`src/inc/core_ops_pkg.sv`:
```
// constants for the compare and core launch execution block
//
// Overview of operation
// - compare-subtract: opcode 111000, four cycles
// - subtract when dest >= source, write if selected
// - zero on equal, carry on dest >= source
// - source is register or 9-bit immediate
// - signed extended compare 110001, four cycles, no write
// - signed: zero chained, carry on multi-word less
// - unsigned extended compare 110011, four cycles, no write
// - unsigned: zero chained, carry on multi-word less
// - read core id writes 0-7, zero if id 0
// - hub instructions take seven to 22 cycles
// - launch core: opcode 000011, source code 010
// - launch word: pointer, code address, new, id
// - pointer lands in pointer register bits 15:2
// - load $000-$1EF, clear specials, run at $000
// - new bit set: lowest inactive core started
// - new bit clear: named core (re)started
// - zero on id 0, carry when none free
// - result is started or would-be core id
// - false condition: four-cycle no-op, no changes
package core_ops_pkg;
  // -------------------------------------------------------------------
  // instruction word layout
  // -------------------------------------------------------------------
  localparam int OPC_HI  = 31;
  localparam int OPC_LO  = 26;
  localparam int EFF_WZ  = 25;
  localparam int EFF_WC  = 24;
  localparam int EFF_WR  = 23;
  localparam int EFF_IMM = 22;
  localparam int CON_HI  = 21;
  localparam int CON_LO  = 18;
  localparam int DST_HI  = 17;
  localparam int DST_LO  = 9;
  localparam int SRC_HI  = 8;
  localparam int SRC_LO  = 0;

  // -------------------------------------------------------------------
  // opcodes and hub sub-codes
  // -------------------------------------------------------------------
  localparam logic [5:0] OPC_CMP_PLAIN = 6'h21;
  localparam logic [5:0] OPC_CMP_SUB   = 6'h38;
  localparam logic [5:0] OPC_CMP_SX    = 6'h31;
  localparam logic [5:0] OPC_CMP_X     = 6'h33;
  localparam logic [5:0] OPC_HUB       = 6'h03;
  localparam logic [2:0] HUB_READ_ID   = 3'h1;
  localparam logic [2:0] HUB_LAUNCH    = 3'h2;

  // -------------------------------------------------------------------
  // launch word fields
  // -------------------------------------------------------------------
  localparam int LW_PAR_HI  = 31;
  localparam int LW_PAR_LO  = 18;
  localparam int LW_CODE_HI = 17;
  localparam int LW_CODE_LO = 4;
  localparam int LW_NEW     = 3;
  localparam int LW_ID_HI   = 2;
  localparam int LW_ID_LO   = 0;

  // -------------------------------------------------------------------
  // timing, in sys_clk cycles
  // -------------------------------------------------------------------
  localparam logic [4:0] ALU_CYC     = 5'h04;
  localparam logic [4:0] HUB_MIN_CYC = 5'h07;
  localparam logic [4:0] HUB_MAX_CYC = 5'h16;

  // -------------------------------------------------------------------
  // core register file regions
  // -------------------------------------------------------------------
  localparam logic [8:0] LOAD_FIRST = 9'h000;
  localparam logic [8:0] LOAD_LAST  = 9'h1ef;
  localparam logic [8:0] SPR_FIRST  = 9'h1f0;
  localparam logic [8:0] SPR_LAST   = 9'h1ff;

  // -------------------------------------------------------------------
  // reset values
  // -------------------------------------------------------------------
  localparam logic [2:0]  CORE_ID_RST = 3'h0;
  localparam logic [15:0] PAR_RST     = 16'h0000;
endpackage

```
`src/inc/launch_load_if.sv`:
```
// carrier between executor and launch loader
`timescale 1ns/1ps
`default_nettype none
interface launch_load_if;
  logic        start;
  logic [13:0] codeAddr;
  logic [13:0] parPtr;
  logic        busy;
  modport ctrl   (output start, output codeAddr, output parPtr, input busy);
  modport loader (input start, input codeAddr, input parPtr, output busy);
endinterface
`default_nettype wire

```
`src/logic/launch_loader.sv`:
```
// loads core registers from main memory when this core is launched
`timescale 1ns/1ps
`default_nettype none
module launch_loader
  import core_ops_pkg::*;
(
  // clock and reset
  input  wire logic        sys_clk,
  input  wire logic        reset_n,
  // request from the top
  launch_load_if.loader    ld,
  // main memory read port
  output logic             memReq,
  output logic [15:0]      memAddr,
  input  wire logic        memAck,
  input  wire logic [31:0] memData,
  // core register write port
  output logic             regWe,
  output logic [8:0]       regAddr,
  output logic [31:0]      regData,
  // run control
  output logic [15:0]      parameterPointerReg,
  output logic             runStart
);
  typedef enum logic [1:0] {L_IDLE, L_READ, L_CLEAR, L_GO} load_state_t;

  load_state_t stQ, stD;
  logic [8:0]  idxQ, idxD;
  logic [13:0] baseQ, baseD;
  logic [15:0] parQ, parD;
  logic        weQ, weD;
  logic [8:0]  waQ, waD;
  logic [31:0] wdQ, wdD;
  logic        goQ, goD;

  // -------------------------------------------------------------------
  // sequencing
  // -------------------------------------------------------------------
  always_comb begin
    stD   = stQ;
    idxD  = idxQ;
    baseD = baseQ;
    parD  = parQ;
    weD   = 1'b0;
    waD   = waQ;
    wdD   = wdQ;
    goD   = 1'b0;
    case (stQ)
      L_IDLE: begin
        if (ld.start) begin
          stD   = L_READ;
          idxD  = LOAD_FIRST;
          baseD = ld.codeAddr;
          parD  = {ld.parPtr, 2'h0};
        end
      end
      L_READ: begin
        if (memAck) begin
          weD = 1'b1;
          waD = idxQ;
          wdD = memData;
          if (idxQ == LOAD_LAST) begin
            stD  = L_CLEAR;
            idxD = SPR_FIRST;
          end else begin
            idxD = idxQ + 9'h001;
          end
        end
      end
      L_CLEAR: begin
        weD = 1'b1;
        waD = idxQ;
        wdD = 32'h0000_0000;
        if (idxQ == SPR_LAST) begin
          stD = L_GO;
        end else begin
          idxD = idxQ + 9'h001;
        end
      end
      L_GO: begin
        goD = 1'b1;
        stD = L_IDLE;
      end
      default: stD = L_IDLE;
    endcase
  end

  always_ff @(posedge sys_clk or negedge reset_n) begin
    if (!reset_n) begin
      stQ   <= L_IDLE;
      idxQ  <= 9'h000;
      baseQ <= 14'h0000;
      parQ  <= PAR_RST;
      weQ   <= 1'b0;
      waQ   <= 9'h000;
      wdQ   <= 32'h0000_0000;
      goQ   <= 1'b0;
    end else begin
      stQ   <= stD;
      idxQ  <= idxD;
      baseQ <= baseD;
      parQ  <= parD;
      weQ   <= weD;
      waQ   <= waD;
      wdQ   <= wdD;
      goQ   <= goD;
    end
  end

  // word address is base plus index, in bytes
  assign memReq              = (stQ == L_READ);
  assign memAddr             = {baseQ + {5'h00, idxQ}, 2'h0};
  assign regWe               = weQ;
  assign regAddr             = waQ;
  assign regData             = wdQ;
  assign parameterPointerReg = parQ;
  assign runStart            = goQ;
  assign ld.busy             = (stQ != L_IDLE);
endmodule
`default_nettype wire

```
`src/logic/compare_core_exec.sv`:
```
// executes compare and hub core-control instructions
`timescale 1ns/1ps
`default_nettype none
module compare_core_exec
  import core_ops_pkg::*;
(
  // clock and reset
  input  wire logic        sys_clk,
  input  wire logic        reset_n,
  // instruction issue
  input  wire logic        execStart,
  input  wire logic [31:0] instrWord,
  input  wire logic [31:0] dstValue,
  input  wire logic [31:0] srcRegValue,
  output logic             execBusy,
  output logic             execDone,
  // results
  output logic             resultWe,
  output logic [8:0]       resultAddr,
  output logic [31:0]      resultValue,
  output logic             flagZero,
  output logic             flagCarry,
  // core identity strap
  input  wire logic [2:0]  coreIdStrap,
  // hub access and launch request
  input  wire logic        hubWindow,
  output logic             launchReq,
  output logic             launchNew,
  output logic [2:0]       launchTarget,
  output logic [13:0]      launchCode,
  output logic [13:0]      launchPar,
  input  wire logic [2:0]  hubChosenId,
  input  wire logic        hubNoneFree,
  // incoming launch of this core
  input  wire logic        launchIn,
  input  wire logic [13:0] launchInCode,
  input  wire logic [13:0] launchInPar,
  output logic             loadBusy,
  // main memory read port
  output logic             memReq,
  output logic [15:0]      memAddr,
  input  wire logic        memAck,
  input  wire logic [31:0] memData,
  // core register write port and run control
  output logic             regWe,
  output logic [8:0]       regAddr,
  output logic [31:0]      regData,
  output logic [15:0]      parameterPointerReg,
  output logic             runStart
);
  import core_ops_pkg::*;

  typedef enum logic [1:0] {S_IDLE, S_ALU, S_HUB} exec_state_t;

  // -------------------------------------------------------------------
  // state
  // -------------------------------------------------------------------
  exec_state_t stQ, stD;
  logic [4:0]  cntQ, cntD;
  logic [31:0] insQ, insD;
  logic [31:0] dQ, dD;
  logic [31:0] sQ, sD;
  logic        skipQ, skipD;
  logic        seenQ, seenD;
  logic [2:0]  hubIdQ, hubIdD;
  logic        noneQ, noneD;
  logic        zQ, zD;
  logic        cQ, cD;
  logic        weQ, weD;
  logic [8:0]  waQ, waD;
  logic [31:0] wvQ, wvD;
  logic        doneQ, doneD;
  logic [2:0]  idQ;
  logic        strapDoneQ;

  // -------------------------------------------------------------------
  // decode
  // -------------------------------------------------------------------
  logic [5:0]  opc;
  logic        effZ;
  logic        effC;
  logic        effR;
  logic        condOk;
  logic [2:0]  hubSub;
  logic        isHub;
  logic [32:0] uDiff;
  logic [33:0] sDiff;
  logic        uBorrow;
  logic        sBorrow;
  logic        eqX;
  logic        lastCyc;

  assign opc    = insQ[OPC_HI:OPC_LO];
  assign effZ   = insQ[EFF_WZ];
  assign effC   = insQ[EFF_WC];
  assign effR   = insQ[EFF_WR];
  assign hubSub = insQ[2:0];
  assign isHub  = (instrWord[OPC_HI:OPC_LO] == OPC_HUB);

  // extended compares subtract the carry as well
  assign uDiff   = {1'b0, dQ} - {1'b0, sQ} - {32'h0000_0000, cQ};
  assign sDiff   = {dQ[31], dQ[31], dQ} - {sQ[31], sQ[31], sQ}
                   - {33'h0_0000_0000, cQ};
  assign uBorrow = uDiff[32];
  assign sBorrow = sDiff[33];
  assign eqX     = (uDiff[31:0] == 32'h0000_0000);
  assign lastCyc = (cntQ == ALU_CYC - 5'h01);

  // -------------------------------------------------------------------
  // capture the core identity after reset release
  // -------------------------------------------------------------------
  always_ff @(posedge sys_clk or negedge reset_n) begin
    if (!reset_n) begin
      idQ        <= CORE_ID_RST;
      strapDoneQ <= 1'b0;
    end else if (!strapDoneQ) begin
      idQ        <= coreIdStrap;
      strapDoneQ <= 1'b1;
    end
  end

  // -------------------------------------------------------------------
  // condition check on issue
  // -------------------------------------------------------------------
  always_comb begin
    condOk = instrWord[CON_LO + {30'h0, cQ, zQ}];
  end

  // -------------------------------------------------------------------
  // execution
  // -------------------------------------------------------------------
  always_comb begin
    stD    = stQ;
    cntD   = cntQ;
    insD   = insQ;
    dD     = dQ;
    sD     = sQ;
    skipD  = skipQ;
    seenD  = seenQ;
    hubIdD = hubIdQ;
    noneD  = noneQ;
    zD     = zQ;
    cD     = cQ;
    weD    = 1'b0;
    waD    = waQ;
    wvD    = wvQ;
    doneD  = 1'b0;
    case (stQ)
      S_IDLE: begin
        if (execStart) begin
          insD  = instrWord;
          dD    = dstValue;
          sD    = instrWord[EFF_IMM]
                  ? {23'h00_0000, instrWord[SRC_HI:SRC_LO]}
                  : srcRegValue;
          skipD = !condOk;
          seenD = 1'b0;
          cntD  = 5'h01;
          stD   = (isHub && condOk) ? S_HUB : S_ALU;
        end
      end
      S_ALU: begin
        cntD = cntQ + 5'h01;
        if (lastCyc) begin
          stD   = S_IDLE;
          doneD = 1'b1;
          waD   = insQ[DST_HI:DST_LO];
          if (!skipQ) begin
            case (opc)
              OPC_CMP_SUB: begin
                if (effZ) zD = (dQ == sQ);
                if (effC) cD = (dQ >= sQ);
                if (effR && (dQ >= sQ)) begin
                  weD = 1'b1;
                  wvD = dQ - sQ;
                end
              end
              OPC_CMP_PLAIN: begin
                if (effZ) zD = (dQ == sQ);
                if (effC) cD = (dQ < sQ);
              end
              OPC_CMP_X: begin
                if (effZ) zD = zQ && eqX;
                if (effC) cD = uBorrow;
              end
              OPC_CMP_SX: begin
                if (effZ) zD = zQ && eqX;
                if (effC) cD = sBorrow;
              end
              default: ;
            endcase
          end
        end
      end
      S_HUB: begin
        if (cntQ != HUB_MAX_CYC) begin
          cntD = cntQ + 5'h01;
        end
        if (hubWindow && !seenQ) begin
          seenD  = 1'b1;
          hubIdD = hubChosenId;
          noneD  = hubNoneFree;
        end
        if (seenQ && cntQ >= HUB_MIN_CYC - 5'h01) begin
          stD   = S_IDLE;
          doneD = 1'b1;
          waD   = insQ[DST_HI:DST_LO];
          case (hubSub)
            HUB_READ_ID: begin
              if (effZ) zD = (idQ == 3'h0);
              if (effR) begin
                weD = 1'b1;
                wvD = {29'h0000_0000, idQ};
              end
            end
            HUB_LAUNCH: begin
              if (effZ) zD = (hubIdQ == 3'h0);
              if (effC) cD = noneQ;
              if (effR) begin
                weD = 1'b1;
                wvD = {29'h0000_0000, hubIdQ};
              end
            end
            default: ;
          endcase
        end
      end
      default: stD = S_IDLE;
    endcase
  end

  always_ff @(posedge sys_clk or negedge reset_n) begin
    if (!reset_n) begin
      stQ    <= S_IDLE;
      cntQ   <= 5'h00;
      insQ   <= 32'h0000_0000;
      dQ     <= 32'h0000_0000;
      sQ     <= 32'h0000_0000;
      skipQ  <= 1'b0;
      seenQ  <= 1'b0;
      hubIdQ <= 3'h0;
      noneQ  <= 1'b0;
      zQ     <= 1'b0;
      cQ     <= 1'b0;
      weQ    <= 1'b0;
      waQ    <= 9'h000;
      wvQ    <= 32'h0000_0000;
      doneQ  <= 1'b0;
    end else begin
      stQ    <= stD;
      cntQ   <= cntD;
      insQ   <= insD;
      dQ     <= dD;
      sQ     <= sD;
      skipQ  <= skipD;
      seenQ  <= seenD;
      hubIdQ <= hubIdD;
      noneQ  <= noneD;
      zQ     <= zD;
      cQ     <= cD;
      weQ    <= weD;
      waQ    <= waD;
      wvQ    <= wvD;
      doneQ  <= doneD;
    end
  end

  // -------------------------------------------------------------------
  // launch request towards the hub
  // -------------------------------------------------------------------
  assign launchReq    = (stQ == S_HUB) && !seenQ
                        && (hubSub == HUB_LAUNCH);
  assign launchNew    = dQ[LW_NEW];
  assign launchTarget = dQ[LW_ID_HI:LW_ID_LO];
  assign launchCode   = dQ[LW_CODE_HI:LW_CODE_LO];
  assign launchPar    = dQ[LW_PAR_HI:LW_PAR_LO];

  // -------------------------------------------------------------------
  // loader for launches that target this core
  // -------------------------------------------------------------------
  launch_load_if ldIf ();

  assign ldIf.start    = launchIn && !ldIf.busy;
  assign ldIf.codeAddr = launchInCode;
  assign ldIf.parPtr   = launchInPar;
  assign loadBusy      = ldIf.busy;

  launch_loader u_loader (
    .sys_clk             (sys_clk),
    .reset_n             (reset_n),
    .ld                  (ldIf.loader),
    .memReq              (memReq),
    .memAddr             (memAddr),
    .memAck              (memAck),
    .memData             (memData),
    .regWe               (regWe),
    .regAddr             (regAddr),
    .regData             (regData),
    .parameterPointerReg (parameterPointerReg),
    .runStart            (runStart)
  );

  // -------------------------------------------------------------------
  // outputs
  // -------------------------------------------------------------------
  assign execBusy    = (stQ != S_IDLE);
  assign execDone    = doneQ;
  assign resultWe    = weQ;
  assign resultAddr  = waQ;
  assign resultValue = wvQ;
  assign flagZero    = zQ;
  assign flagCarry   = cQ;
endmodule
`default_nettype wire

```
`config.mk`:
```
export PLATFORM = sky130hd
export DESIGN_NAME = compare_core_exec
export DESIGN_NICKNAME = d
export VERILOG_FILES = /design/src/inc/core_ops_pkg.sv /design/src/inc/launch_load_if.sv /design/src/logic/launch_loader.sv /design/src/logic/compare_core_exec.sv
export SDC_FILE = /design/constraint.sdc
export NUM_CORES = 1
export LEC_CHECK = 0
export ABC_AREA = 1
export CAP_MARGIN = 30
export CORE_MARGIN = 2
export CORE_UTILIZATION = 55
export DETAILED_ROUTE_END_ITERATION = 6
export DONT_BUFFER_PORTS = 1
export PLACE_DENSITY_LB_ADDON = 0.12
export RECOVER_POWER = 25
export SYNTH_ARGS = -nofsm -noshare
export SYNTH_HDL_FRONTEND = slang
export SYNTH_HIERARCHICAL = 1
export SYNTH_SLANG_ARGS = --single-unit
```
`constraint.sdc`:
```
create_clock -name sys_clk -period 6.3 [get_ports sys_clk]
set_clock_uncertainty 0.1 [all_clocks]
set_input_delay 0.315 -clock sys_clk [delete_from_list [all_inputs] [get_ports sys_clk]]
set_output_delay 0.315 -clock sys_clk [all_outputs]
set_load 0.01 [all_outputs]
```
==> results of run 1 <==
how the worst min path moves through the flow:
stage	from	end	cells after the start
after floorplan	reset_n	cntQ[0]$_DFFE_PN0P_	0
after global placement	reset_n	sQ[13]$_DFFE_PN0P_	0
after detailed placement	reset_n	dQ[13]$_DFFE_PN0P_	0
after CTS	instrWord[22]	sQ[9]$_DFFE_PN0P_	3
after global routing	instrWord[22]	sQ[9]$_DFFE_PN0P_	3
final	instrWord[22]	sQ[13]$_DFFE_PN0P_	3
registers in the layout (all words and copies together), names as in the netlist, 3 cells and up:
name	count
dQ	32
resultValue	32
sQ	32
u_loader/regData	32
insQ	21
u_loader/baseQ	14
u_loader/parameterPointerReg	14
resultAddr	9
u_loader/idxQ	9
u_loader/regAddr	9
cntQ	5
hubIdQ	3
idQ	3
cells in the mapped netlist (2+ instances only):
master     count  area [um2]
nand2_1      529        1990
inv_1        370        1390
dfrtp_1      229        5730
nor2_1       145         544
o21ai_0      144         721
nand3_1      140         701
ha_1         117        1460
a21oi_1       87         435
mux2_2        36         405
xor2_1        36         315
clkbuf_1      26        97.6
o21ai_2       22         193
nor3_1        20         100
nand4_1       13        81.3
o22ai_1       11        68.8
o21ai_1       10        50.1
o21bai_1       9        67.6
a31oi_1        8        50.1
buf_6          8        90.1
xnor2_1        8        70.1
buf_2          7        35.0
buf_4          7        52.6
a21o_1         6        45.0
nor4_1         6        37.5
inv_2          5        18.8
nand2_2        5        31.3
nand3b_1       5        37.5
fa_1           4        80.1
nor2_2         4        25.0
nor3_2         4        40.0
a221oi_1       3        26.3
and2_1         3        18.8
mux2_1         3        33.8
nand2_4        3        33.8
o31ai_1        3        22.5
a21boi_0       2        15.0
a31o_2         2        17.5
conb_1         2        7.51
nor3b_1        2        15.0
o2111ai_1      2        17.5
o211ai_1       2        15.0
or2_2          2        12.5
kinds of logic (layout without fill, tap and decap cells):
kind of cell | after synthesis | in the layout | share of synthesized area [%]
AO/OA/AOI/OAI | 318 | 318 | 11.8
XOR/XNOR | 44 | 44 | 2.51
adder cells (fa/ha/maj) | 121 | 121 | 10.1
buffers and inverters | 425 | 596 | 11.0
flip-flops | 229 | 229 | 37.4
multiplexers | 39 | 39 | 2.87
other | 2 | 6 | 0.0490
AND/OR/NAND/NOR | 886 | 886 | 24.3
worst max-delay path, cell delays in order, from the launching register on:
cell	delay (ns)
dfrtp_1	0.48
inv_1	0.15
fa_1	0.58
inv_1	0.05
ha_1	0.17
nor2_1	0.19
fa_1	0.25
nand2_1	0.07
nand2_1	0.10
nand2_1	0.12
nand2_1	0.08
nand2_1	0.11
nand2_1	0.08
nand2_1	0.11
nand2_1	0.10
nand2_1	0.05
nand2_1	0.06
nand2_1	0.04
nor2_1	0.13
nand2_1	0.08
nor2_1	0.11
nand3_1	0.14
nand2_1	0.09
nand2_1	0.05
a21oi_1	0.15
per-stage QoR:
stage,cell area [um2],cells
after global routing,18200,2617
after floorplan,15300,2067
after CTS,18200,2616
final,18200,2617
after global placement,15600,2400
after detailed placement,15600,2400
area by class of cell:
class	count	share of cell area (%)
flip-flops and latches	229	31.5
multi-input cells	1413	43.6
repair buffers	175	9.56
diodes	1	0.0138
clock inverters	6	0.716
clock buffers	40	4.20
inverters	375	7.76
well taps	378	2.60
metal layers:
layer / GRT usage [%] / vias up
met1: 41.4 / 6570
met2: 51.2 / 466
li1: - / 6845
met3: 6.96 / 79
met4: 8.77 / 0
met5: 0 / -
==> results.ini, run 1 <==
[critical_path]
cp_data_arrival_time_ns = 4.13
reg2reg_depth = 24
crit_path_end_kind = register
crit_end = flagZero$_DFFE_PN0P_
r2r_slack_ns = 2.55
r2r_start = flagCarry$_DFFE_PN0P_
cp-start-kind = register
r2r-end = flagZero$_DFFE_PN0P_
cp.required_ns = 6.68
cp_max_fo = 4
critical_path_class = reg -> reg
critPathLaunch = flagCarry$_DFFE_PN0P_

[clock_tree]
clkSinkCount = 229
postCtsSetupBuffers = 0
ctsHoldBuffers = 170
cts_htree_levels = 1
clkLatencyLatePin_ns = 0.56
tritoncts = built
numCtsBuffers = 26
post_cts_resized = 0
root_buffer = clkbuf_16
cts.path.max_buffers = 3
clk_pin_slew_worst_paths_ns = 0.06

[timing]
worst_pin_slew_ns = 3.21
setup_slack_ns = 2.55
layout_worst_path_cycle_share_pct = 59.5
maxSlewHeadroom_pct = -114
finalHoldViolCount = 0
setup_viol = 0
rsz0062_at_grt = no
fin_setup_tns_ns = 0
finalMaxSlewViolations = 230
max_freq_mhz = 267
min_period_ns = 3.75
whs_ns = 0.0605

[die]
io_pins = 325
dieArea_mm2 = 0.0292
start_util_pct = 55.5
die_h_um = 171
fp.coreArea_mm2 = 0.0276
die_x_um = 171
row_count = 61

[place]
place_ws_ns = 2.67
gp_congestion = 0.964
io_buffers = 0
post-dp-hpwl_um = 33800

[route]
routed-wl-met2_um = 21100
dr_wl_met3_um = 3480
drc = 0
wl_met1_um = 19600
first_pass_iters = 5
routed_via_density = 5.33
dr_total_vias = 14000
drt-initial-drc-count = 1046
antenna_left = 0
wl_per_cell_um = 17.4
finalWirelength_um = 45600
routed.top_layer = met4

[run_status]
violations = max-capacitance violations, max-slew violations
outcome = finished, violations left

[yosys]
synth_edf_count = 0
ys.flop_type = dfrtp_1
synth_cells = 2064
ys_seq_area_share_pct = 37.4
ys_types = 56
synthArstFlopShare_pct = 100
ys_seq_elements = 229
yosysWarnings = 6
syn_area_mm2 = 0.0153
postSynthAreaPerCell_um2 = 7.43

[worst_hold_path]
hold_class = in -> reg

[finish]
multi_input_area_mm2 = 0.00793
syn_to_final_growth_pct = 18.5
post-route-util_pct = 65.8
layout_commonest_cell = nand2_1
n_fill_cell = 2413
layout-drive-gt1-share_pct = 5.99
seq_area_mm2 = 0.00573
nets = 2510
layout_common_cells = nand2_1 (529), inv_1 (369), dfrtp_1 (229), dlygate4sd3_1 (169), nor2_1 (145)

[global_routing]
grt.overflow.total = 0
grt_pass1_vias = 13800
antenna_found_initial = 1
grtUsageTotal_pct = 31.1
grt_pass1_wl_um = 72300
grt_start_max_net_pins = 230

[job]
drv_cap = 1

Power of run 1 is left out: the tool's default activity adds up to more than one toggle a clock period on the data nets, which glitch-free logic cannot reach.
==> run 2: changes to the inputs <==
==> constraint.sdc (replaced) <==
create_clock -name sys_clk -period 3.84 [get_ports sys_clk]
set_clock_uncertainty 0.1 [all_clocks]
set_input_delay 0.192 -clock sys_clk [delete_from_list [all_inputs] [get_ports sys_clk]]
set_output_delay 0.192 -clock sys_clk [all_outputs]
set_load 0.01 [all_outputs]
==> results.ini, run 2 (synthesis gave the netlist of run 1 again) <==
[run_status]
outcome = finished, violations left
violations = negative hold slack

[critical_path]
cp-start-kind = register
cpPeakStageDelay_ns = 0.48
cp_max_fo = 16
critical_path_class = reg -> reg
crit_path_end_kind = register
crit_chain = inv_1 > ha_1 > fa_1 > o21ai_2 > a21oi_2 > o21ai_4 > nand2_1 > nand2_2 > nand2_1 > nand3b_2 > nand3_2 > nand2_4 > nand3_4 > buf_12 > o21ai_0
cp.required_ns = 4.19
cp_common_cell = nand2_1
cp_slowest_cell = dfrtp_1
cp_data_arrival_time_ns = 3.82

[power]
clkPwrFrac_pct = 12.9
p_leak_nw = 9.60
p_int_mw = 9.53
p_sw_share_pct = 53.1
peakVddDrop_mv = 0.547
p_per_area_mw_per_mm2 = 1100
power_frac_seq_pct = 23.1
switchingPower_mw = 10.8
comb_power_share_pct = 64.0

[die]
row_count = 61
dieArea_mm2 = 0.0292
fp.coreArea_mm2 = 0.0276
io_pins = 325
die_x_um = 171
start_util_pct = 55.5
die_h_um = 171

[finish]
nets = 2544
layoutNonFillerInstCount = 2650
layout-drive-gt1-share_pct = 6.56
syn_to_final_growth_pct = 21.1
diodes = 0
layout_common_cells = nand2_1 (529), inv_1 (369), dfrtp_1 (228), dlygate4sd3_1 (197)
layout_commonest_cell = nand2_1
post-route-util_pct = 67.2

[timing]
finalMaxSlewViolations = 0
setup_viol = 0
finalHoldViolCount = 229
whs_ns = -0.748
min_period_ns = 3.47
max_freq_mhz = 288
rsz0062_at_grt = no
layout_worst_path_cycle_share_pct = 90.4
setup_slack_ns = 0.367
maxSlewHeadroom_pct = 44.1
fin_setup_tns_ns = 0
worst_pin_slew_ns = 0.838

[route]
antenna_left = 0
routed_via_density = 5.38
drc = 0
finalWirelength_um = 47900
drt-initial-drc-count = 1041
first_pass_iters = 6
wl_per_cell_um = 18.1
dr_total_vias = 14200

[global_routing]
grtUsageTotal_pct = 32.3
grt_pass1_vias = 14000
grt.overflow.total = 0
grt_pass1_wl_um = 74100
grt_start_max_net_pins = 230
antenna_found_initial = 0

[clock_tree]
tritoncts = built
clkLatencyLatePin_ns = 0.55
cts_htree_levels = 1
cts.path.max_buffers = 3
numCtsBuffers = 25
root_buffer = clkbuf_16
ctsHoldBuffers = 197
clk_pin_slew_worst_paths_ns = 0.07
clkSinkCount = 229

[place]
gp_congestion = 0.938
post-dp-hpwl_um = 34800
dp.cells = 2408
io_buffers = 0
place_ws_ns = 0.329

[job]
drv_cap = 0

[worst_hold_path]
hold_class = in -> async

-- run 2: final timing paths --
path	slack, ns	from	endpoint	depth (start not counted)
min reg2reg	0.41	u_loader/baseQ[2]$_DFFE_PN0P_	u_loader/baseQ[2]$_DFFE_PN0P_	1
max reg2reg	0.37	dQ[0]$_DFFE_PN0P_	resultValue[26]$_DFFE_PN0P_	15
min in group sys_clk	0.04	instrWord[21]	stQ[1]$_DFFE_PN0P_	6
max	0.37	dQ[0]$_DFFE_PN0P_	resultValue[26]$_DFFE_PN0P_	15
max in group asynchronous	3.65	reset_n	flagCarry$_DFFE_PN0P_	0
min	-0.75	reset_n	dQ[13]$_DFFE_PN0P_	0
-- run 2: layer usage --
layer / share of wire (%) / track usage [%] / up-vias
met5: 0 / 0 / -
met4: 3.3 / 10.1 / 0
met3: 7.3 / 7.29 / 89
met2: 46 / 52.9 / 496
met1: 43 / 42.6 / 6749
li1: - / - / 6912
-- run 2: worst max-delay path: cells and delay by family, from the launching register on --
kind	cells	cell delay [ns]
AOI/OAI and AO/OA	4	0.74
and+or+nand+nor	7	0.99
adders and majority gates	2	0.66
DFF	1	0.48
buffers and inverters	2	0.36
-- run 2: final cells by class --
class / instances / area, um2
fill: 2343 / 9070
multi-input combinational: 1413 / 7930
sequential: 229 / 5730
timing repair buffer: 210 / 2110
inverter: 375 / 1410
clock buffer: 30 / 674
tap: 378 / 473
clock inverter: 15 / 221
-- run 2: through the flow --
stage          instance area, um2  total power, mW
6_report                    18600             20.3
5_1_grt                     18600             22.1
4_1_cts                     18500             20.1
3_5_place_dp                15700             17.0
3_3_place_gp                15700             16.9
2_1_floorplan               15300             13.6
-- run 2: what timing repair did --
item	4_1_cts	5_1_grt
resized for setup	0	3
endpoints found under the hold margin	396	229
setup buffers	0	0
endpoints found under the setup margin	0	1
-- run 2: power by group through the flow --
| stage | clock network, mW | logic [mW] | registers, mW |
|---|---|---|---|
| 3_3_place_gp | 0 | 12.2 | 4.68 |
| 5_1_grt | 2.77 | 14.5 | 4.81 |
| 6_report | 2.63 | 13.0 | 4.69 |
| 3_5_place_dp | 0 | 12.3 | 4.70 |
| 2_1_floorplan | 0 | 9.26 | 4.34 |
| 4_1_cts | 2.66 | 12.7 | 4.67 |
No activity file was read; power rests on OpenSTA's default activity.
